[src/core/serial_port_pkg.sv]
// Purpose: Shared constants, register map, field layout and state types of the serial port
// Assumes: 32-bit AHB-Lite register bus, word-aligned registers, two channels
// Notes:   Registers of a channel sit in one 32-byte window, channel chosen by address bit 5
package serial_port_pkg;

	// ==========================================================================
	// Register map
	localparam int         CHAN_COUNT     = 2;
	localparam int         CHAN_BIT       = 5;
	localparam int         IDX_MSB        = 4;
	localparam int         IDX_LSB        = 2;
	localparam int         MAP_TOP        = 6;
	localparam logic [2:0] REG_FORMAT     = 3'h0;
	localparam logic [2:0] REG_CONTROL    = 3'h1;
	localparam logic [2:0] REG_STATUS     = 3'h2;
	localparam logic [2:0] REG_RX_BUF     = 3'h3;
	localparam logic [2:0] REG_TX_BUF     = 3'h4;
	localparam logic [2:0] REG_CARD       = 3'h5;
	localparam logic [2:0] REG_DIVISOR    = 3'h6;

	// ==========================================================================
	// Field positions
	localparam int         FMT_SYNC       = 7;
	localparam int         FMT_CHAR7      = 6;
	localparam int         FMT_PAR_EN     = 5;
	localparam int         FMT_PAR_ODD    = 4;
	localparam int         FMT_TWO_STOP   = 3;
	localparam int         FMT_MSB_FIRST  = 2;
	localparam int         CTL_TXI_EN     = 7;
	localparam int         CTL_RXI_EN     = 6;
	localparam int         CTL_TX_EN      = 5;
	localparam int         CTL_RX_EN      = 4;
	localparam int         CTL_TEI_EN     = 2;
	localparam int         CTL_EXT_CLK    = 0;
	localparam int         ST_TX_EMPTY    = 7;
	localparam int         ST_RX_FULL     = 6;
	localparam int         ST_OVERRUN     = 5;
	localparam int         ST_FRAMING     = 4;
	localparam int         ST_PARITY      = 3;
	localparam int         ST_TX_END      = 2;
	localparam int         ST_RXD_LEVEL   = 0;
	localparam int         CARD_SELECT    = 0;
	localparam int         CARD_INVERSE   = 1;

	// ==========================================================================
	// Reset values
	localparam logic [7:0] FORMAT_RESET   = 8'h00;
	localparam logic [7:0] CONTROL_RESET  = 8'h00;
	localparam logic [7:0] CARD_RESET     = 8'h00;
	localparam logic [7:0] DIVISOR_RESET  = 8'h00;
	localparam logic [7:0] TX_BUF_RESET   = 8'hFF;
	localparam logic [7:0] RX_BUF_RESET   = 8'h00;

	// ==========================================================================
	// Bit timing and frame shape
	localparam logic [3:0] TICK_MID       = 4'h7;
	localparam logic [3:0] TICK_LAST      = 4'hF;
	localparam logic [3:0] TICK_CHECK     = 4'hB;
	localparam logic [3:0] DATA8          = 4'h8;
	localparam logic [3:0] DATA7          = 4'h7;
	localparam logic [3:0] RX_W           = 4'hA;
	localparam int         FRAME_W        = 13;

	typedef enum logic [1:0] {TX_IDLE = 2'b01, TX_SEND = 2'b10} tx_state_type;
	typedef enum logic [3:0] {RX_IDLE = 4'b0001, RX_START = 4'b0010, RX_BITS = 4'b0100,
		RX_ERRSIG = 4'b1000} rx_state_type;

	// Line bit order: reversed for MSB first, reversed and inverted for inverse convention
	function automatic logic [7:0] line_order(input logic [7:0] d, input logic msb, input logic inv);
		logic [7:0] r;
		r = d;
		for (int i = 0; i < 8; i++)
			r[i] = d[7 - i];
		if (inv)
			line_order = ~r;
		else if (msb)
			line_order = r;
		else
			line_order = d;
	endfunction

endpackage

[src/core/dual_mode_serial_port.sv]
// Purpose: Two-channel serial port, asynchronous / clocked synchronous / smart card, AHB-Lite slave
// Assumes: sys_clk 10 MHz, synchronous active-low resetn, pins asynchronous to sys_clk
// Notes:   Overview of operation below
//
// Overview of operation
// Two channels, each with its own registers and pins, fully independent.
// Transmitter and receiver of a channel run at the same time.
// Software picks LSB or MSB first, except seven-bit asynchronous characters; card mode takes the order from the convention bit instead.
// Each channel raises transmit-end, transmit-empty, receive-full and receive-error requests.
// Only transmit-empty and receive-full also act as DMA triggers.
// Asynchronous characters are seven or eight data bits.
// Asynchronous frames carry one or two stop bits.
// Asynchronous parity is even, odd or none.
// Asynchronous receiver flags parity, overrun and framing errors.
// Software can read the live receive pin level.
// Synchronous mode uses eight bits and flags only overrun.
// Smart card receiver drives an error signal on parity error.
// Smart card transmitter resends a character when the card signals error.
// Smart card supports direct and inverse convention.
// Clock from internal generator or clock pin; clock pin not in card mode.
// Each channel has a two-way clock pin, receive input and transmit output.
// Receive shifter assembles a frame, then copies it into the receive buffer.
// Receive buffer is eight bits, resets to zero, read only.
// Software reads the receive buffer once per character after receive-full.
// An empty transmit shifter takes the transmit buffer and starts sending.
// A waiting character is loaded at frame end with no gap.
// Software writes the transmit buffer once after transmit-empty.
// Seven-bit asynchronous sends LSB first and omits buffer bit seven.
// Receiver checks only the first stop bit; low second stop starts a frame.
// Parity mode zero is even, one is odd.
// Transmit-empty sets on load to shifter; receive-full sets on buffer landing.
//
// The register offsets and the AHB-Lite slave port were chosen for this implementation.
`timescale 1ns/1ns

module serial_channel
	import serial_port_pkg::*;
(
	// Clock and reset
	input  wire logic       sys_clk,
	input  wire logic       resetn,
	// Register access
	input  wire logic       wr_en,
	input  wire logic [2:0] wr_idx,
	input  wire logic [7:0] wr_data,
	input  wire logic       rd_take,
	input  wire logic [2:0] rd_idx,
	output logic      [7:0] rd_data,
	// Pins
	input  wire logic       rxd_pin,
	input  wire logic       sck_in,
	output logic            sck_out,
	output logic            sck_oe,
	output logic            txd_out,
	// Requests
	output logic      [3:0] req,
	output logic      [1:0] dma_req
);

	// ==========================================================================
	// Configuration registers
	logic [7:0] format_q, format_d, control_q, control_d, card_q, card_d;
	logic [7:0] divisor_q, divisor_d, tx_buf_q, tx_buf_d;
	logic       tx_buf_wr, status_wr, rx_buf_read;

	always_comb
	begin
		format_d  = format_q;
		control_d = control_q;
		card_d    = card_q;
		divisor_d = divisor_q;
		tx_buf_d  = tx_buf_q;
		if (wr_en)
		begin
			case (wr_idx)
				REG_FORMAT:  format_d  = wr_data;
				REG_CONTROL: control_d = wr_data;
				REG_CARD:    card_d    = wr_data;
				REG_DIVISOR: divisor_d = wr_data;
				REG_TX_BUF:  tx_buf_d  = wr_data;
				default:     ;
			endcase
		end
	end

	always_ff @(posedge sys_clk)
	begin
		if (!resetn)
		begin
			format_q  <= FORMAT_RESET;
			control_q <= CONTROL_RESET;
			card_q    <= CARD_RESET;
			divisor_q <= DIVISOR_RESET;
			tx_buf_q  <= TX_BUF_RESET;
		end
		else
		begin
			format_q  <= format_d;
			control_q <= control_d;
			card_q    <= card_d;
			divisor_q <= divisor_d;
			tx_buf_q  <= tx_buf_d;
		end
	end

	assign tx_buf_wr   = wr_en && (wr_idx == REG_TX_BUF);
	assign status_wr   = wr_en && (wr_idx == REG_STATUS);
	assign rx_buf_read = rd_take && (rd_idx == REG_RX_BUF);

	// Mode decode
	logic card_sel, sync_mode, char7, par_en, par_odd, two_stop, msb_first, line_inv, ext_clk, tx_en, rx_en;
	assign card_sel  = card_q[CARD_SELECT];
	assign sync_mode = format_q[FMT_SYNC] & ~card_sel;
	assign char7     = format_q[FMT_CHAR7] & ~sync_mode & ~card_sel;
	assign par_en    = (format_q[FMT_PAR_EN] & ~sync_mode) | card_sel;
	assign par_odd   = format_q[FMT_PAR_ODD];
	assign two_stop  = format_q[FMT_TWO_STOP] | card_sel;
	assign line_inv  = card_sel & card_q[CARD_INVERSE];
	assign msb_first = card_sel ? line_inv : (format_q[FMT_MSB_FIRST] & ~char7);
	assign ext_clk   = control_q[CTL_EXT_CLK] & ~card_sel;
	assign tx_en     = control_q[CTL_TX_EN];
	assign rx_en     = control_q[CTL_RX_EN];

	// ==========================================================================
	// Pin synchronisers and bit clock
	logic [1:0] rxd_sync_q, sck_sync_q;
	logic       sck_prev_q, sck_q, sck_d;
	logic [7:0] div_q, div_d;
	logic       rxd_s, int_tick, tick, rise_evt, fall_evt, clk_run;
	logic       tx_busy, rx_full_q, tx_empty_q;

	assign rxd_s    = rxd_sync_q[1];
	assign int_tick = (div_q == divisor_q);
	assign tick     = ext_clk ? (sck_sync_q[1] & ~sck_prev_q) : int_tick;
	assign clk_run  = sync_mode & (tx_busy | (rx_en & ~rx_full_q));
	assign rise_evt = ext_clk ? (sck_sync_q[1] & ~sck_prev_q) : (int_tick & clk_run & ~sck_q);
	assign fall_evt = ext_clk ? (~sck_sync_q[1] & sck_prev_q) : (int_tick & clk_run & sck_q);

	always_comb
	begin
		div_d = int_tick ? 8'h00 : div_q + 8'h01;
		sck_d = sck_q;
		if (!clk_run || ext_clk)
			sck_d = 1'b1;
		else if (int_tick)
			sck_d = ~sck_q;
	end

	always_ff @(posedge sys_clk)
	begin
		if (!resetn)
		begin
			rxd_sync_q <= 2'h3;
			sck_sync_q <= 2'h3;
			sck_prev_q <= 1'b1;
			sck_q      <= 1'b1;
			div_q      <= 8'h00;
		end
		else
		begin
			rxd_sync_q <= {rxd_sync_q[0], rxd_pin};
			sck_sync_q <= {sck_sync_q[0], sck_in};
			sck_prev_q <= sck_sync_q[1];
			sck_q      <= sck_d;
			div_q      <= div_d;
		end
	end

	assign sck_out = sck_q;
	assign sck_oe  = sync_mode & ~ext_clk;

	// ==========================================================================
	// Transmitter
	tx_state_type       tx_state_q, tx_state_d;
	logic [FRAME_W-1:0] frame_q, frame_d, frame_new;
	logic [3:0]         tx_left_q, tx_left_d, tx_tick_q, tx_tick_d, nbits_new;
	logic [7:0]         tx_data_q, tx_data_d, load_src, src7, ord;
	logic               tx_pend_q, tx_pend_d, tx_err_q, tx_err_d, par_line, tx_retry;
	logic               count_now, shift_now, tx_done, load_ok, tx_load, start_frame, errsig;

	always_comb
	begin
		tx_retry = card_sel & tx_err_q;
		load_src = tx_retry ? tx_data_q : tx_buf_q;
		src7     = char7 ? {1'b0, load_src[6:0]} : load_src;
		ord      = line_order(load_src, msb_first, line_inv);
		par_line = par_en ? (^src7 ^ par_odd ^ line_inv) : 1'b1;
		if (sync_mode)
		begin
			frame_new = {5'h1F, ord};
			nbits_new = DATA8;
		end
		else
		begin
			frame_new = char7 ? {4'hF, par_line, ord[6:0], 1'b0} : {3'h7, par_line, ord, 1'b0};
			nbits_new = 4'h1 + (char7 ? DATA7 : DATA8) + {3'h0, par_en} + (two_stop ? 4'h2 : 4'h1);
		end
	end

	always_comb
	begin
		tx_busy     = (tx_state_q == TX_SEND);
		count_now   = sync_mode ? rise_evt : (tick && tx_tick_q == TICK_LAST);
		shift_now   = sync_mode ? (fall_evt & tx_pend_q) : count_now;
		tx_done     = tx_busy && count_now && (tx_left_q == 4'h1);
		load_ok     = tx_en & ~tx_empty_q & ~tx_buf_wr;
		start_frame = (!tx_busy && load_ok) || (tx_done && (tx_retry || load_ok));
		tx_load     = start_frame & ~tx_retry;
		tx_state_d  = tx_state_q;
		frame_d     = frame_q;
		tx_left_d   = tx_left_q;
		tx_tick_d   = tx_tick_q;
		tx_data_d   = tx_data_q;
		tx_pend_d   = tx_pend_q;
		tx_err_d    = tx_err_q;
		if (tx_busy)
		begin
			if (tick && !sync_mode)
				tx_tick_d = tx_tick_q + 4'h1;
			if (rise_evt)
				tx_pend_d = 1'b1;
			else if (fall_evt)
				tx_pend_d = 1'b0;
			if (shift_now)
				frame_d = {1'b1, frame_q[FRAME_W-1:1]};
			if (count_now)
				tx_left_d = tx_left_q - 4'h1;
			if (card_sel && tick && tx_tick_q == TICK_CHECK && tx_left_q == 4'h2 && !rxd_s)
				tx_err_d = 1'b1;
			if (tx_done)
				tx_state_d = TX_IDLE;
		end
		if (start_frame)
		begin
			tx_state_d = TX_SEND;
			frame_d    = frame_new;
			tx_left_d  = nbits_new;
			tx_tick_d  = 4'h0;
			tx_pend_d  = 1'b0;
			tx_err_d   = 1'b0;
			tx_data_d  = load_src;
		end
	end

	always_ff @(posedge sys_clk)
	begin
		if (!resetn)
		begin
			tx_state_q <= TX_IDLE;
			frame_q    <= '1;
			tx_left_q  <= 4'h0;
			tx_tick_q  <= 4'h0;
			tx_data_q  <= 8'h00;
			tx_pend_q  <= 1'b0;
			tx_err_q   <= 1'b0;
		end
		else
		begin
			tx_state_q <= tx_state_d;
			frame_q    <= frame_d;
			tx_left_q  <= tx_left_d;
			tx_tick_q  <= tx_tick_d;
			tx_data_q  <= tx_data_d;
			tx_pend_q  <= tx_pend_d;
			tx_err_q   <= tx_err_d;
		end
	end

	assign txd_out = (tx_busy ? frame_q[0] : 1'b1) & ~errsig;

	// ==========================================================================
	// Receiver
	rx_state_type    rx_state_q, rx_state_d;
	logic [RX_W-1:0] rx_shift_q, rx_shift_d, aligned;
	logic [3:0]      rx_left_q, rx_left_d, rx_tick_q, rx_tick_d, rx_nbits, shamt;
	logic [7:0]      rx_word;
	logic            rx_sample, rx_complete, perr, ferr;

	always_comb
	begin
		rx_nbits    = sync_mode ? DATA8 : ((char7 ? DATA7 : DATA8) + {3'h0, par_en} + 4'h1);
		rx_sample   = sync_mode ? rise_evt : (tick && rx_tick_q == TICK_LAST);
		rx_state_d  = rx_state_q;
		rx_shift_d  = rx_shift_q;
		rx_left_d   = rx_left_q;
		rx_tick_d   = rx_tick_q;
		rx_complete = 1'b0;
		if (tick && rx_state_q != RX_IDLE)
			rx_tick_d = rx_tick_q + 4'h1;
		case (rx_state_q)
			RX_IDLE:
			begin
				rx_tick_d = 4'h0;
				rx_left_d = rx_nbits;
				if (rx_en && sync_mode)
					rx_state_d = RX_BITS;
				else if (rx_en && tick && !rxd_s)
					rx_state_d = RX_START;
			end
			RX_START:
				if (tick && rx_tick_q == TICK_MID)
				begin
					rx_tick_d  = 4'h0;
					rx_state_d = rxd_s ? RX_IDLE : RX_BITS;
				end
			RX_BITS:
				if (rx_sample)
				begin
					rx_shift_d = {rxd_s, rx_shift_q[RX_W-1:1]};
					rx_left_d  = rx_left_q - 4'h1;
					if (rx_left_q == 4'h1)
					begin
						rx_complete = 1'b1;
						rx_tick_d   = 4'h0;
						rx_left_d   = rx_nbits;
						rx_state_d  = RX_IDLE;
					end
				end
			RX_ERRSIG:
				if (tick && rx_tick_q == TICK_LAST)
					rx_state_d = RX_IDLE;
			default:
				rx_state_d = RX_IDLE;
		endcase
		shamt   = RX_W - rx_nbits;
		aligned = rx_shift_d >> shamt;
		rx_word = line_order(char7 ? {1'b0, aligned[6:0]} : aligned[7:0], msb_first, line_inv);
		perr    = par_en & (^rx_word ^ rx_shift_d[RX_W-2] ^ line_inv ^ par_odd);
		ferr    = ~sync_mode & ~card_sel & ~rx_shift_d[RX_W-1];
		if (rx_complete && card_sel && perr)
			rx_state_d = RX_ERRSIG;
		if (!rx_en)
			rx_state_d = RX_IDLE;
	end

	always_ff @(posedge sys_clk)
	begin
		if (!resetn)
		begin
			rx_state_q <= RX_IDLE;
			rx_shift_q <= '0;
			rx_left_q  <= 4'h0;
			rx_tick_q  <= 4'h0;
		end
		else
		begin
			rx_state_q <= rx_state_d;
			rx_shift_q <= rx_shift_d;
			rx_left_q  <= rx_left_d;
			rx_tick_q  <= rx_tick_d;
		end
	end

	assign errsig = (rx_state_q == RX_ERRSIG);

	// ==========================================================================
	// Buffers and status flags; a set in the same cycle as its clear wins
	logic [7:0] rx_buf_q, rx_buf_d;
	logic       rx_full_d, tx_empty_d, ovr_q, ovr_d, fer_q, fer_d, per_q, per_d, full_eff, tx_end;

	always_comb
	begin
		full_eff   = rx_full_q & ~rx_buf_read;
		rx_buf_d   = (rx_complete && !full_eff) ? rx_word : rx_buf_q;
		rx_full_d  = (rx_complete & ~full_eff & ~(perr & ~sync_mode) & ~ferr) | full_eff;
		tx_empty_d = tx_load | (tx_empty_q & ~tx_buf_wr);
		ovr_d      = (rx_complete & full_eff) | (ovr_q & ~(status_wr & ~wr_data[ST_OVERRUN]));
		fer_d      = (rx_complete & ~full_eff & ferr) | (fer_q & ~(status_wr & ~wr_data[ST_FRAMING]));
		per_d      = (rx_complete & ~full_eff & perr & ~sync_mode)
			| (per_q & ~(status_wr & ~wr_data[ST_PARITY]));
		tx_end     = tx_en & ~tx_busy & tx_empty_q;
	end

	always_ff @(posedge sys_clk)
	begin
		if (!resetn)
		begin
			rx_buf_q   <= RX_BUF_RESET;
			rx_full_q  <= 1'b0;
			tx_empty_q <= 1'b1;
			ovr_q      <= 1'b0;
			fer_q      <= 1'b0;
			per_q      <= 1'b0;
		end
		else
		begin
			rx_buf_q   <= rx_buf_d;
			rx_full_q  <= rx_full_d;
			tx_empty_q <= tx_empty_d;
			ovr_q      <= ovr_d;
			fer_q      <= fer_d;
			per_q      <= per_d;
		end
	end

	always_comb
	begin
		rd_data = 8'h00;
		case (rd_idx)
			REG_FORMAT:  rd_data = format_q;
			REG_CONTROL: rd_data = control_q;
			REG_STATUS:
			begin
				rd_data[ST_TX_EMPTY]  = tx_empty_q;
				rd_data[ST_RX_FULL]   = rx_full_q;
				rd_data[ST_OVERRUN]   = ovr_q;
				rd_data[ST_FRAMING]   = fer_q;
				rd_data[ST_PARITY]    = per_q;
				rd_data[ST_TX_END]    = tx_end;
				rd_data[ST_RXD_LEVEL] = rxd_s;
			end
			REG_RX_BUF:  rd_data = rx_buf_q;
			REG_TX_BUF:  rd_data = tx_buf_q;
			REG_CARD:    rd_data = card_q;
			REG_DIVISOR: rd_data = divisor_q;
			default:     rd_data = 8'h00;
		endcase
	end

	// Request order: transmit-end, transmit-empty, receive-full, receive-error
	assign req[0]  = control_q[CTL_TEI_EN] & tx_end;
	assign req[1]  = control_q[CTL_TXI_EN] & tx_en & tx_empty_q;
	assign req[2]  = control_q[CTL_RXI_EN] & rx_full_q;
	assign req[3]  = control_q[CTL_RXI_EN] & (ovr_q | fer_q | per_q);
	assign dma_req = {req[2], req[1]};

endmodule // serial_channel

module dual_mode_serial_port
	import serial_port_pkg::*;
(
	// Clock and reset
	input  wire logic                  sys_clk,
	input  wire logic                  resetn,
	// AHB-Lite slave
	input  wire logic                  hsel,
	input  wire logic [31:0]           haddr,
	input  wire logic [1:0]            htrans,
	input  wire logic                  hwrite,
	input  wire logic [2:0]            hsize,
	input  wire logic [31:0]           hwdata,
	input  wire logic                  hready,
	output logic                       hreadyout,
	output logic                       hresp,
	output logic      [31:0]           hrdata,
	// Serial pins, one bit per channel
	input  wire logic [CHAN_COUNT-1:0] rxd_pin,
	input  wire logic [CHAN_COUNT-1:0] sck_in,
	output logic      [CHAN_COUNT-1:0] sck_out,
	output logic      [CHAN_COUNT-1:0] sck_oe,
	output logic      [CHAN_COUNT-1:0] txd_out,
	// Requests: four per channel, two DMA triggers per channel
	output logic      [CHAN_COUNT-1:0][3:0] irq_req,
	output logic      [CHAN_COUNT-1:0][1:0] dma_req
);

	// ==========================================================================
	// Bus slave: writes land at the end of the data phase, reads take one wait state
	logic        wr_pend_q, wr_pend_d, rd_pend_q, rd_pend_d, mapped_q, mapped_d, chan_q, chan_d;
	logic [2:0]  idx_q, idx_d;
	logic [31:0] hrdata_q, hrdata_d;
	logic [7:0]  chan_rd [CHAN_COUNT];
	logic        accept;

	always_comb
	begin
		accept    = hsel & htrans[1] & hready;
		wr_pend_d = 1'b0;
		rd_pend_d = 1'b0;
		mapped_d  = mapped_q;
		chan_d    = chan_q;
		idx_d     = idx_q;
		hrdata_d  = hrdata_q;
		if (accept)
		begin
			mapped_d  = (haddr[31:MAP_TOP] == '0) && (haddr[IDX_MSB:IDX_LSB] <= REG_DIVISOR);
			chan_d    = haddr[CHAN_BIT];
			idx_d     = haddr[IDX_MSB:IDX_LSB];
			wr_pend_d = hwrite;
			rd_pend_d = ~hwrite;
		end
		if (rd_pend_q)
			hrdata_d = mapped_q ? {24'h00_0000, chan_rd[chan_q]} : 32'h0000_0000;
	end

	always_ff @(posedge sys_clk)
	begin
		if (!resetn)
		begin
			wr_pend_q <= 1'b0;
			rd_pend_q <= 1'b0;
			mapped_q  <= 1'b0;
			chan_q    <= 1'b0;
			idx_q     <= 3'h0;
			hrdata_q  <= 32'h0000_0000;
		end
		else
		begin
			wr_pend_q <= wr_pend_d;
			rd_pend_q <= rd_pend_d;
			mapped_q  <= mapped_d;
			chan_q    <= chan_d;
			idx_q     <= idx_d;
			hrdata_q  <= hrdata_d;
		end
	end

	assign hreadyout = ~rd_pend_q;
	assign hresp     = 1'b0;
	assign hrdata    = hrdata_q;

	// ==========================================================================
	// Channels
	for (genvar c = 0; c < CHAN_COUNT; c++)
	begin : g_chan
		serial_channel u_chan (
			.sys_clk (sys_clk),
			.resetn  (resetn),
			.wr_en   (wr_pend_q && mapped_q && (chan_q == 1'(c))),
			.wr_idx  (idx_q),
			.wr_data (hwdata[7:0]),
			.rd_take (rd_pend_q && mapped_q && (chan_q == 1'(c))),
			.rd_idx  (idx_q),
			.rd_data (chan_rd[c]),
			.rxd_pin (rxd_pin[c]),
			.sck_in  (sck_in[c]),
			.sck_out (sck_out[c]),
			.sck_oe  (sck_oe[c]),
			.txd_out (txd_out[c]),
			.req     (irq_req[c]),
			.dma_req (dma_req[c])
		);
	end

endmodule // dual_mode_serial_port

[config.mk]
export PLATFORM = sky130hd
export DESIGN_NAME = dual_mode_serial_port
export DESIGN_NICKNAME = d
export VERILOG_FILES = /design/src/core/serial_port_pkg.sv /design/src/core/dual_mode_serial_port.sv
export SDC_FILE = /design/constraint.sdc
export NUM_CORES = 1
export LEC_CHECK = 0
export ABC_AREA = 1
export BUFFER_PORTS_ARGS = -buffer_cell sky130_fd_sc_hd__buf_2
export CAP_MARGIN = 10
export CORE_ASPECT_RATIO = 1.25
export CORE_MARGIN = 2
export CORE_UTILIZATION = 60
export DETAILED_ROUTE_END_ITERATION = 7
export PLACE_DENSITY = 0.82
export REMOVE_ABC_BUFFERS = 1
export SKIP_LAST_GASP = 1
export SYNTH_ARGS = -nofsm -noshare
export SYNTH_HDL_FRONTEND = slang
export SYNTH_SLANG_ARGS = --single-unit
[constraint.sdc]
create_clock -name sys_clk -period 7.4 [get_ports sys_clk]
set_clock_uncertainty 0.1 [all_clocks]
set_input_delay 0.74 -clock sys_clk [delete_from_list [all_inputs] [get_ports sys_clk]]
set_output_delay 0.74 -clock sys_clk [all_outputs]
set_load 0.005 [all_outputs]
Word level (Yosys, flattened, before mapping)
Index checks and enable logic that the tools add are counted. W data, S select, Z words.

Register bits after elaboration: 283. Bits in latches: 0. Memory bits (writable): 0. ROM bits: 0. Input bits: 78. Output and inout bits: 52. Logic and storage cells: 568. Memories: 0.

Add/subtract/negate cells: 22. Multipliers: 0. Div/mod/pow operators: 0. Order comparisons: 2. Equal/unequal tests: 54. Shifts and indexed selects: 2. Multiplexer cells: 120. Bitwise gates (word level): 182. Reductions and logical operators: 124.

Operators by type and width (count): $mux W4 (38); $mux W8 (18); $mux W13 (8); $and A1 B1 Y1 (96); $pmux W6 S7 (2); $mux W10 (6); $reduce_and A2 Y1 (27); $logic_and A1 B1 Y1 (51); $not A1 Y1 (51); $eq A4 B4 Y1 const B (8); $not A8 Y8 (4); $pmux W4 S4 (2); $reduce_xor A8 Y1 (4); $mux W1 (28); $logic_not A26 Y1 (1); $add A4 B1 Y4 const B (6); $eq A4 B1 Y1 const B (6); $ne A3 B1 Y1 const B (8); $pmux W4 S3 (2); $reduce_bool A2 Y1 (12); $or A1 B1 Y1 (20); $reduce_and A5 Y1 (4); $shr A10 B4 Y8 (2); $add A4 B1 Y4 (4); 30 further kinds (98).

Logic depth before layout (Yosys ltp)
Gate-level depths: netlist (run 1).

Depth after elaboration: 24. Gate-level depth with buffers: 32. Mapped depth without buffers: 32.

Cells and area by module
From an unflattened synthesis (run 1), not the netlist that was laid out.

Cell total of the unflattened synthesis: 2261. Area total of the unflattened synthesis: 14893.0 sq um.

By module, submodules not included: serial_channel (g_chan[0].u_chan) (times used 1, cells an instance 1067, area each 7028.0 sq um, seq. area each 2382.3 sq um); serial_channel (g_chan[1].u_chan) (times used 1, cells an instance 1047, area each 6921.6 sq um, seq. area each 2382.3 sq um); dual_mode_serial_port (times used 1, cells an instance 147, area each 943.4 sq um, seq. area each 300.3 sq um).

Worst setup path after synthesis (run 1)
No wires, ideal clock.

Path type: flip-flop to flip-flop. From: register g_chan[1].u_chan.card_q[0]. To: register g_chan[1].u_chan.rx_state_q[2]. Library setup time: 0.117 ns. Arrival time: 3.392 ns. Data required time: 7.183 ns. Slack: 3.791 ns. Cell stages (with the launch flop): 27. Buffers on the path: 2. Clock period less this slack: 3.609 ns. Cell sequence: dfxtp_1 > buf_2 > a21oi_1 > inv_1 > ha_1 > inv_1 > nor2_1 > clkbuf_1 > ha_1 > xor2_1 > nor2_1 > nand3_1 > nand2_1 > nand2_1 > nand3_2 > inv_2 > nand2_1 > nand2_1 > nand2_1 > nand2_1 > nand2_1 > nand2_1 > nand2_1 > nand2_2 > nand3_2 > nand2_1 > nor2_1.

Longest elaborated chain between the ends: 21. Elaborated cells on any way between the ends: 52. Those cells by class: add/sub: 3; eq/ne: 4; shift: 1; mux: 15; bitwise: 19; reduce/logical: 10.

RTL lines: start: declaration (RTL line dual_mode_serial_port.sv:62) `logic [7:0] format_q, format_d, control_q, control_d, card_q, card_d;`; start signal: assignment (RTL line dual_mode_serial_port.sv:100) `card_q <= card_d;`; $not A1 Y1 (RTL line dual_mode_serial_port.sv:113, dual_mode_serial_port.sv:114, dual_mode_serial_port.sv:120); $and A1 B1 Y1 (RTL line dual_mode_serial_port.sv:113) `assign sync_mode = format_q[FMT_SYNC] & ~card_sel;`; $not A1 Y1 (RTL line dual_mode_serial_port.sv:114, dual_mode_serial_port.sv:115); $and A1 B1 Y1 (2 in series) (RTL line dual_mode_serial_port.sv:114) `assign char7 = format_q[FMT_CHAR7] & ~sync_mode & ~card_sel;`; $mux W4 (RTL line dual_mode_serial_port.sv:281) `rx_nbits = sync_mode ? DATA8 : ((char7 ? DATA7 : DATA8) + {3'h0, par_en} + 4'h1);`; $add A4 B1 Y4 (2 in series) (RTL line dual_mode_serial_port.sv:281); $mux W4 (RTL line dual_mode_serial_port.sv:281); $sub A4 B4 Y4 (RTL line dual_mode_serial_port.sv:325) `shamt = RX_W - rx_nbits;`; $shr A10 B4 Y8 (RTL line dual_mode_serial_port.sv:326) `aligned = rx_shift_d >> shamt;`; $mux W8 (RTL line dual_mode_serial_port.sv:327) `rx_word = line_order(char7 ? {1'b0, aligned[6:0]} : aligned[7:0], msb_first, line_inv);`; $mux W8 or $not A8 Y8 (tied branches) (RTL line serial_port_pkg.sv:76, serial_port_pkg.sv:75); $mux W8 (RTL line serial_port_pkg.sv:74) `if (inv)`; $reduce_xor A8 Y1 (RTL line dual_mode_serial_port.sv:328) `perr = par_en & (^rx_word ^ rx_shift_d[RX_W-2] ^ line_inv ^ par_odd);`; $xor A1 B1 Y1 (3 in series) (RTL line dual_mode_serial_port.sv:328); $and A1 B1 Y1 (RTL line dual_mode_serial_port.sv:328); $logic_and A1 B1 Y1 (RTL line dual_mode_serial_port.sv:330) `if (rx_complete && card_sel && perr)`; $reduce_or A3 Y1 (no line); end signal: assignment (RTL line dual_mode_serial_port.sv:347) `rx_state_q <= rx_state_d;`; end: declaration (RTL line dual_mode_serial_port.sv:273) `rx_state_type rx_state_q, rx_state_d;`.

Parallel ways exist; a longest one is shown, timed or not. A chain may end at the register's enable or synchronous reset.

Final worst setup path (run 1)
From: register g_chan[0].u_chan.card_q[0]. To: register g_chan[0].u_chan.rx_state_q[1].

Longest elaborated chain between the ends: 21. Elaborated cells on any way between the ends: 52. Those cells by class: add/sub: 3; eq/ne: 4; shift: 1; mux: 15; bitwise: 19; reduce/logical: 10.

RTL lines (RTL line): start: declaration (dual_mode_serial_port.sv:62); start signal: assignment (dual_mode_serial_port.sv:100); $not A1 Y1 (dual_mode_serial_port.sv:113, dual_mode_serial_port.sv:114, dual_mode_serial_port.sv:120); $and A1 B1 Y1 (dual_mode_serial_port.sv:113); $not A1 Y1 (dual_mode_serial_port.sv:114, dual_mode_serial_port.sv:115); $and A1 B1 Y1 (2 in series) (dual_mode_serial_port.sv:114); $mux W4 (dual_mode_serial_port.sv:281); $add A4 B1 Y4 (2 in series) (dual_mode_serial_port.sv:281); $mux W4 (dual_mode_serial_port.sv:281); $sub A4 B4 Y4 (dual_mode_serial_port.sv:325); $shr A10 B4 Y8 (dual_mode_serial_port.sv:326); $mux W8 (dual_mode_serial_port.sv:327); $mux W8 or $not A8 Y8 (tied branches) (serial_port_pkg.sv:76, serial_port_pkg.sv:75); $mux W8 (serial_port_pkg.sv:74); $reduce_xor A8 Y1 (dual_mode_serial_port.sv:328); $xor A1 B1 Y1 (3 in series) (dual_mode_serial_port.sv:328); $and A1 B1 Y1 (dual_mode_serial_port.sv:328); $logic_and A1 B1 Y1 (dual_mode_serial_port.sv:330); $reduce_or A3 Y1 (no line); end signal: assignment (dual_mode_serial_port.sv:347); end: declaration (dual_mode_serial_port.sv:273).

Parallel ways exist; a longest one is shown, timed or not.

==> impl_metrics.ini, run 1 <==
[floorplan]
dieArea_sq_mm = 0.0257
rows = 63
die_w_microns = 144
ios = 130
die_y_microns = 179
start_util_pct = 61.4
core_area_sq_mm = 0.0239

[worst_setup_path]
cpPeakStageDelay_ns = 0.60
endpoint_kind = flop
r2r_cells = 22
reg2reg_to = g_chan[0].u_chan.rx_state_q[1]$_SDFFE_PP0P_
crit_start = g_chan[0].u_chan.card_q[0]$_SDFFE_PN0P_
slowest_stage = ha_1
crit_end = g_chan[0].u_chan.rx_state_q[1]$_SDFFE_PP0P_
worst_ep_required_time_ns = 7.74
critPathKind = flop to flop
startpoint_type = flop
cp_common_cell = nand2_1
crit_chain = a21oi_1, inv_1, ha_1, inv_1, nor2_1, buf_4, ha_1, clkinv_1, nand3_1, nand3_1, nand3_2, nand2_1, nand3_1, nand2_1, nand3_2, nand2_1, nand2_1, nand3_1, nand2_2, nand3_2, nand2_1, nor2_1
r2r_setup_slack_ns = 2.93
r2r-start = g_chan[0].u_chan.card_q[0]$_SDFFE_PN0P_
worst_ep_arrival_time_ns = 4.82
worstPathMaxFanout = 16

[power_and_ir_drop]
peakVddDrop_mv = 0.182
fin_total_pwr_w = 0.00294
p_per_area_mw_per_mm2 = 184
p_leak_nw = 7.10

[clocking]
hold_buffers = 0
ctsLongestPathBuffers = 3
root_buffer = clkbuf_16
cts-buffers-inserted = 27
cts_setup_buffers = 0
cts_tree = yes
cts_resized = 0
cts_max_level = 1
cts_sinks = 253
clock_latency_ns = 0.56
clk_pin_slew_worst_paths_ns = 0.07

[synthesis]
synth_area_leaders = dfxtp_1 35%, nand2_1 11%, inv_1 7.2%
synthCells = 2180
syn_area_sq_mm = 0.0147
synth_edf_count = 0
yosys.area.top_type_share_pct = 34.5
async_reset_ff_share_pct = 0
yosys.area.top_type = dfxtp_1
synth_flop_cell = dfxtp_1
yosysSeqAreaShare_pct = 34.5
ys_types = 53
ys_seq_elements = 253
avgSynthCellArea_sq_um = 6.73
yosysWarnings = 0

[job]
max_cap_viol_count = 0

[routing]
drc_errors = 0
viasPerCell = 5.75
first_iter_violations = 1281
routed_wirelength_mm = 40.5
post_drt_wl_per_cell_microns = 15.9
vias = 14600
dr.pass1.iters = 6
final_antenna_net_count = 0

[cells_and_area]
area_growth_pct = 8.95
fin_util_pct = 66.9
layout-drive-gt1-share_pct = 10.0
final_common_cell = nand2_1
antenna_cells = 0
layout_common_cells = 419 x nand2_1, 279 x inv_1, 253 x dfxtp_1
layout.nets = 2307
stdcell_area_sq_mm = 0.0160

[placement]
io_buffers = 74
place.gp.congestion = 0.950
dp_hpwl_mm = 28.8
dpl_cell_area_sq_mm = 0.0150

[timing]
setup_viol = 0
fin_crit_sh_pct = 60.5
tightest_slew_ns = 1.08
rsz0062_at_grt = no
fin_setup_tns_ns = 0
slew_headroom_pct = 27.9
finalCriticalPeriod_ns = 4.47
drv_slew = 0
hold_viol_final = 0
max_freq_mhz = 224

[global_routing]
grt_max_degree = 95
grt_pass1_wl_mm = 65.1
first_global_vias = 13500
grt_overflow = 0
antenna_found_initial = 0
grt_use_total_pct = 31.0

[outcome]
status = finished clean

[worst_hold_path]
min_path_type = input port to flop
-- cell type report --
type                       count  area [sq um]
sequential                   253          5060
inverter                     303          1140
tap                          325           407
multi-input combinational   1526          7920
fill                        2119          7910
timing repair buffer          88           478
clock inverter                16           230
clock buffer                  34           742
-- synthesized netlist by cell type, drive strengths merged, types with 2 or more instances --
cell	instances
inv	296
a21oi	160
nor2	194
nor3b	8
o41ai	6
nand4	35
o2111ai	5
o221ai	11
buf	60
a31o	2
o22ai	26
o31ai	5
a211oi	24
a221oi	14
nand3b	5
o211ai	20
nor3	41
nor4	13
or2	12
nand3	193
o21ai	189
nand2	443
o311ai	2
xnor2	17
clkbuf	62
a22oi	2
xor2	26
a31oi	13
fa	2
dfxtp	253
ha	28
clkinv	7
-- power by group --
part	leakage [nW]	total (W)	switching (W)	internal, W
combinational	4.58	0.0000953	0.0000695	0.0000258
clock	0.481	0.00147	0.000582	0.000889
sequential	2.04	0.00137	0.00000393	0.00137
-- sequential cells by signal, indices dropped and copies added, names as in the netlist, 16 cells and up --
| name | cells |
|---|---|
| g_chan.u_chan.div_q | 16 |
| g_chan.u_chan.control_q | 16 |
| g_chan.u_chan.tx_buf_q | 16 |
| g_chan.u_chan.format_q | 16 |
| g_chan.u_chan.divisor_q | 16 |
| g_chan.u_chan.tx_data_q | 16 |
| g_chan.u_chan.frame_q | 20 |
| g_chan.u_chan.rx_shift_q | 20 |
| g_chan.u_chan.rx_buf_q | 16 |
| g_chan.u_chan.card_q | 16 |
-- per-layer routing --
layer | part of all wire, % | global-route usage, % | up-vias
met1 | 39 | 36.7 | 6678
met3 | 7.5 | 4.38 | 145
met4 | 5.8 | 17.7 | 0
li1 | - | - | 7224
met2 | 48 | 53.6 | 592
met5 | 0 | 0 | -
-- logic make-up (layout without fill, tap and decap cells) --
group | Yosys count | in the layout | synth area share (%)
buffers and inverters | 425 | 441 | 12.1
other | 1 | 25 | 0.0256
adders and majority gates | 30 | 30 | 2.66
DFF | 253 | 253 | 34.5
AOI/OAI and AO/OA | 482 | 482 | 18.8
xor gates and xnor gates | 43 | 43 | 2.57
and+or+nand+nor | 946 | 946 | 29.2
-- metrics by stage --
| step | worst slack, ns | hold WS [ns] | cells |
|---|---|---|---|
| global route | 2.54 | 0.254 | 2545 |
| floorplan | 3.65 | 0.293 | 2082 |
| CTS | 3.00 | 0.248 | 2545 |
| detailed placement | 3.02 | 0.300 | 2495 |
| finish | 2.93 | 0.260 | 2545 |
| global placement | 3.08 | 0.294 | 2495 |
-- worst min path at each step --
stage                                               from                                        end  slack (ns)  depth (start not counted)
2_1_floorplan  g_chan[0].u_chan.rxd_sync_q[0]$_SDFF_PN1_  g_chan[0].u_chan.rxd_sync_q[1]$_SDFF_PN1_        0.29                          1
3_3_place_gp   g_chan[1].u_chan.sck_sync_q[0]$_SDFF_PN1_  g_chan[1].u_chan.sck_sync_q[1]$_SDFF_PN1_        0.29                          1
3_5_place_dp   g_chan[0].u_chan.rxd_sync_q[0]$_SDFF_PN1_  g_chan[0].u_chan.rxd_sync_q[1]$_SDFF_PN1_        0.30                          1
4_1_cts                                           hwrite                       rd_pend_q$_SDFF_PN0_        0.25                          2
5_1_grt                                           hwrite                       rd_pend_q$_SDFF_PN0_        0.25                          2
6_report                                          hwrite                       rd_pend_q$_SDFF_PN0_        0.26                          2
-- worst max-delay path: cells and delay by family, from the launching register on --
family	cells	cell delay (ns)
AND/OR/NAND/NOR	15	1.56
adder cells (fa/ha/maj)	2	0.91
buffers and inverters	4	0.83
flip-flops	1	0.50
AO/OA/AOI/OAI	1	0.47
No activity file was read; power rests on OpenSTA's default activity.
==> run 2, diff against run 1 <==
- CORE_UTILIZATION: 60 -> 55
- PLACE_DENSITY: 0.82 -> 0.79
- clock period: 7.4 -> 4.1 ns (I/O delays scaled with it)
==> run 2 against run 1 <==
Net effect:
- combinational power up 89%
- register-to-register slack worse by 2.6 ns
- maximum frequency up 20%
- sequential cell count unchanged
- first-iteration DRC count down 21%
- cell count up 2.2%
- critical path type unchanged
- critical endpoint is now g_chan[1].u_chan.rx_state_q[1]$_SDFFE_PP0P_
- largest cell class unchanged
- highest routed layer unchanged
==> impl_metrics.ini, run 2 (synthesized netlist as in run 1, its figures left out) <==
[routing]
dr.pass1.iters = 8
vias = 14800
first_iter_violations = 1012
routed_wirelength_mm = 41.3
drc_errors = 0
viasPerCell = 5.69
post_drt_wl_per_cell_microns = 15.9
final_antenna_net_count = 0

[outcome]
status = finished clean

[timing]
setup_viol = 0
drv_slew = 0
rsz0062_at_grt = no
finalCriticalPeriod_ns = 3.73
fin_crit_sh_pct = 91.0
tightest_slew_ns = 0.855
slew_headroom_pct = 42.6
fin_setup_tns_ns = 0
hold_viol_final = 0
max_freq_mhz = 268

[power_and_ir_drop]
fin_total_pwr_w = 0.00535
peakVddDrop_mv = 0.371
p_leak_nw = 7.32
p_per_area_mw_per_mm2 = 327

[global_routing]
grt_max_degree = 78
first_global_vias = 14000
grt_use_total_pct = 29.0
antenna_found_initial = 0
grt_pass1_wl_mm = 67.4
grt_overflow = 0

[worst_setup_path]
cp_common_cell = nand2_1
worstPathMaxFanout = 18
worst_ep_arrival_time_ns = 4.07
critPathKind = flop to flop
endpoint_kind = flop
startpoint_type = flop
slowest_stage = dfxtp_1
worst_ep_required_time_ns = 4.44
cpPeakStageDelay_ns = 0.43

[clocking]
clock_latency_ns = 0.56
cts_tree = yes
cts-buffers-inserted = 28
cts_sinks = 253
ctsLongestPathBuffers = 3
clk_pin_slew_worst_paths_ns = 0.06
root_buffer = clkbuf_16
cts_max_level = 1

[floorplan]
ios = 130
dieArea_sq_mm = 0.0280
die_y_microns = 187
core_area_sq_mm = 0.0261
rows = 66
die_w_microns = 150
start_util_pct = 56.2

[job]
max_cap_viol_count = 0

[cells_and_area]
final_common_cell = nand2_1
antenna_cells = 0
layout_common_cells = 419 x nand2_1, 279 x inv_1, 253 x dfxtp_1
layout.nets = 2349
top_regs = g_chan.u_chan.frame_q (20), g_chan.u_chan.rx_shift_q (20)
layout-drive-gt1-share_pct = 11.5
area_growth_pct = 11.5

[worst_hold_path]
min_path_type = input port to flop

[placement]
io_buffers = 74
place.gp.congestion = 0.965
dp_hpwl_mm = 29.6
==> run 2: cell count changes in the layout (fill, tap and decap cells not counted), sizes merged <==
cell         change
dlygate4sd3      +5
clkbuf           +5
clkinv           -2
inv              -1
bufinv           -1
buf             +36
==> run 2: worst max-delay path: cells and delay by family (launching register included) <==
family                 cells  cell delay, ns
AO/OA/AOI/OAI              1            0.21
buffers and inverters      3            0.21
AND/OR/NAND/NOR           24            2.64
flip-flops                 1            0.43
==> run 2: what timing repair did <==
| action | 4_1_cts | 5_1_grt |
|---|---|---|
| setup endpoints to repair | 0 | 6 |
| setup buffers | 0 | 0 |
| hold buffers | 5 | 0 |
| endpoints found under the hold margin | 5 | 0 |
| gates resized for setup | 0 | 2 |
==> run 2: routing by layer <==
layer / global-route usage, % / part of all wire (%)
met5: 0 / 0
met4: 14.6 / 5.1
met3: 3.62 / 6.7
met2: 50.9 / 49
met1: 34.3 / 39
==> run 2: area by class of cell <==
| cell class | count | area, sq um |
|---|---|---|
| fillers | 2379 | 9740 |
| repair buffers | 129 | 798 |
| clock buffers | 39 | 822 |
| clock inverters | 12 | 178 |
| well taps | 340 | 425 |
| multi-input cells | 1526 | 7930 |
| inverters | 303 | 1140 |
| flip-flops and latches | 253 | 5060 |
==> run 2: through the flow <==
step | hold slack, ns | area (sq um) | util, % | cells | setup WS, ns
2_1_floorplan | 0.293 | 14100 | - | 2082 | 0.347
3_3_place_gp | 0.295 | 15300 | 58.6 | 2546 | 0.495
3_5_place_dp | 0.300 | 15300 | 58.6 | 2546 | 0.406
4_1_cts | 0.0301 | 16300 | 62.6 | 2602 | 0.372
5_1_grt | 0.0443 | 16400 | 62.7 | 2602 | 0.00489
6_report | 0.0340 | 16400 | 62.7 | 2602 | 0.369
==> run 2: final timing paths <==
path	from	end	slack, ns	cells past startpoint
worst max-delay path	g_chan[1].u_chan.card_q[0]$_SDFFE_PN0P_	g_chan[1].u_chan.rx_state_q[1]$_SDFFE_PP0P_	0.37	28
worst min-delay path	haddr[8]	mapped_q$_SDFFE_PN0P_	0.03	4
worst max register to register	g_chan[1].u_chan.card_q[0]$_SDFFE_PN0P_	g_chan[1].u_chan.rx_state_q[1]$_SDFFE_PP0P_	0.37	28
worst min register to register	g_chan[1].u_chan.sck_sync_q[0]$_SDFF_PN1_	g_chan[1].u_chan.sck_sync_q[1]$_SDFF_PN1_	0.31	1
==> run 2: report_power, final <==
| group | leakage [nW] | switching, W | total [W] | internal (W) |
|---|---|---|---|---|
| combinational | 4.78 | 0.000129 | 0.000180 | 0.0000512 |
| clock | 0.493 | 0.00105 | 0.00270 | 0.00165 |
| sequential | 2.04 | 0.00000512 | 0.00247 | 0.00247 |
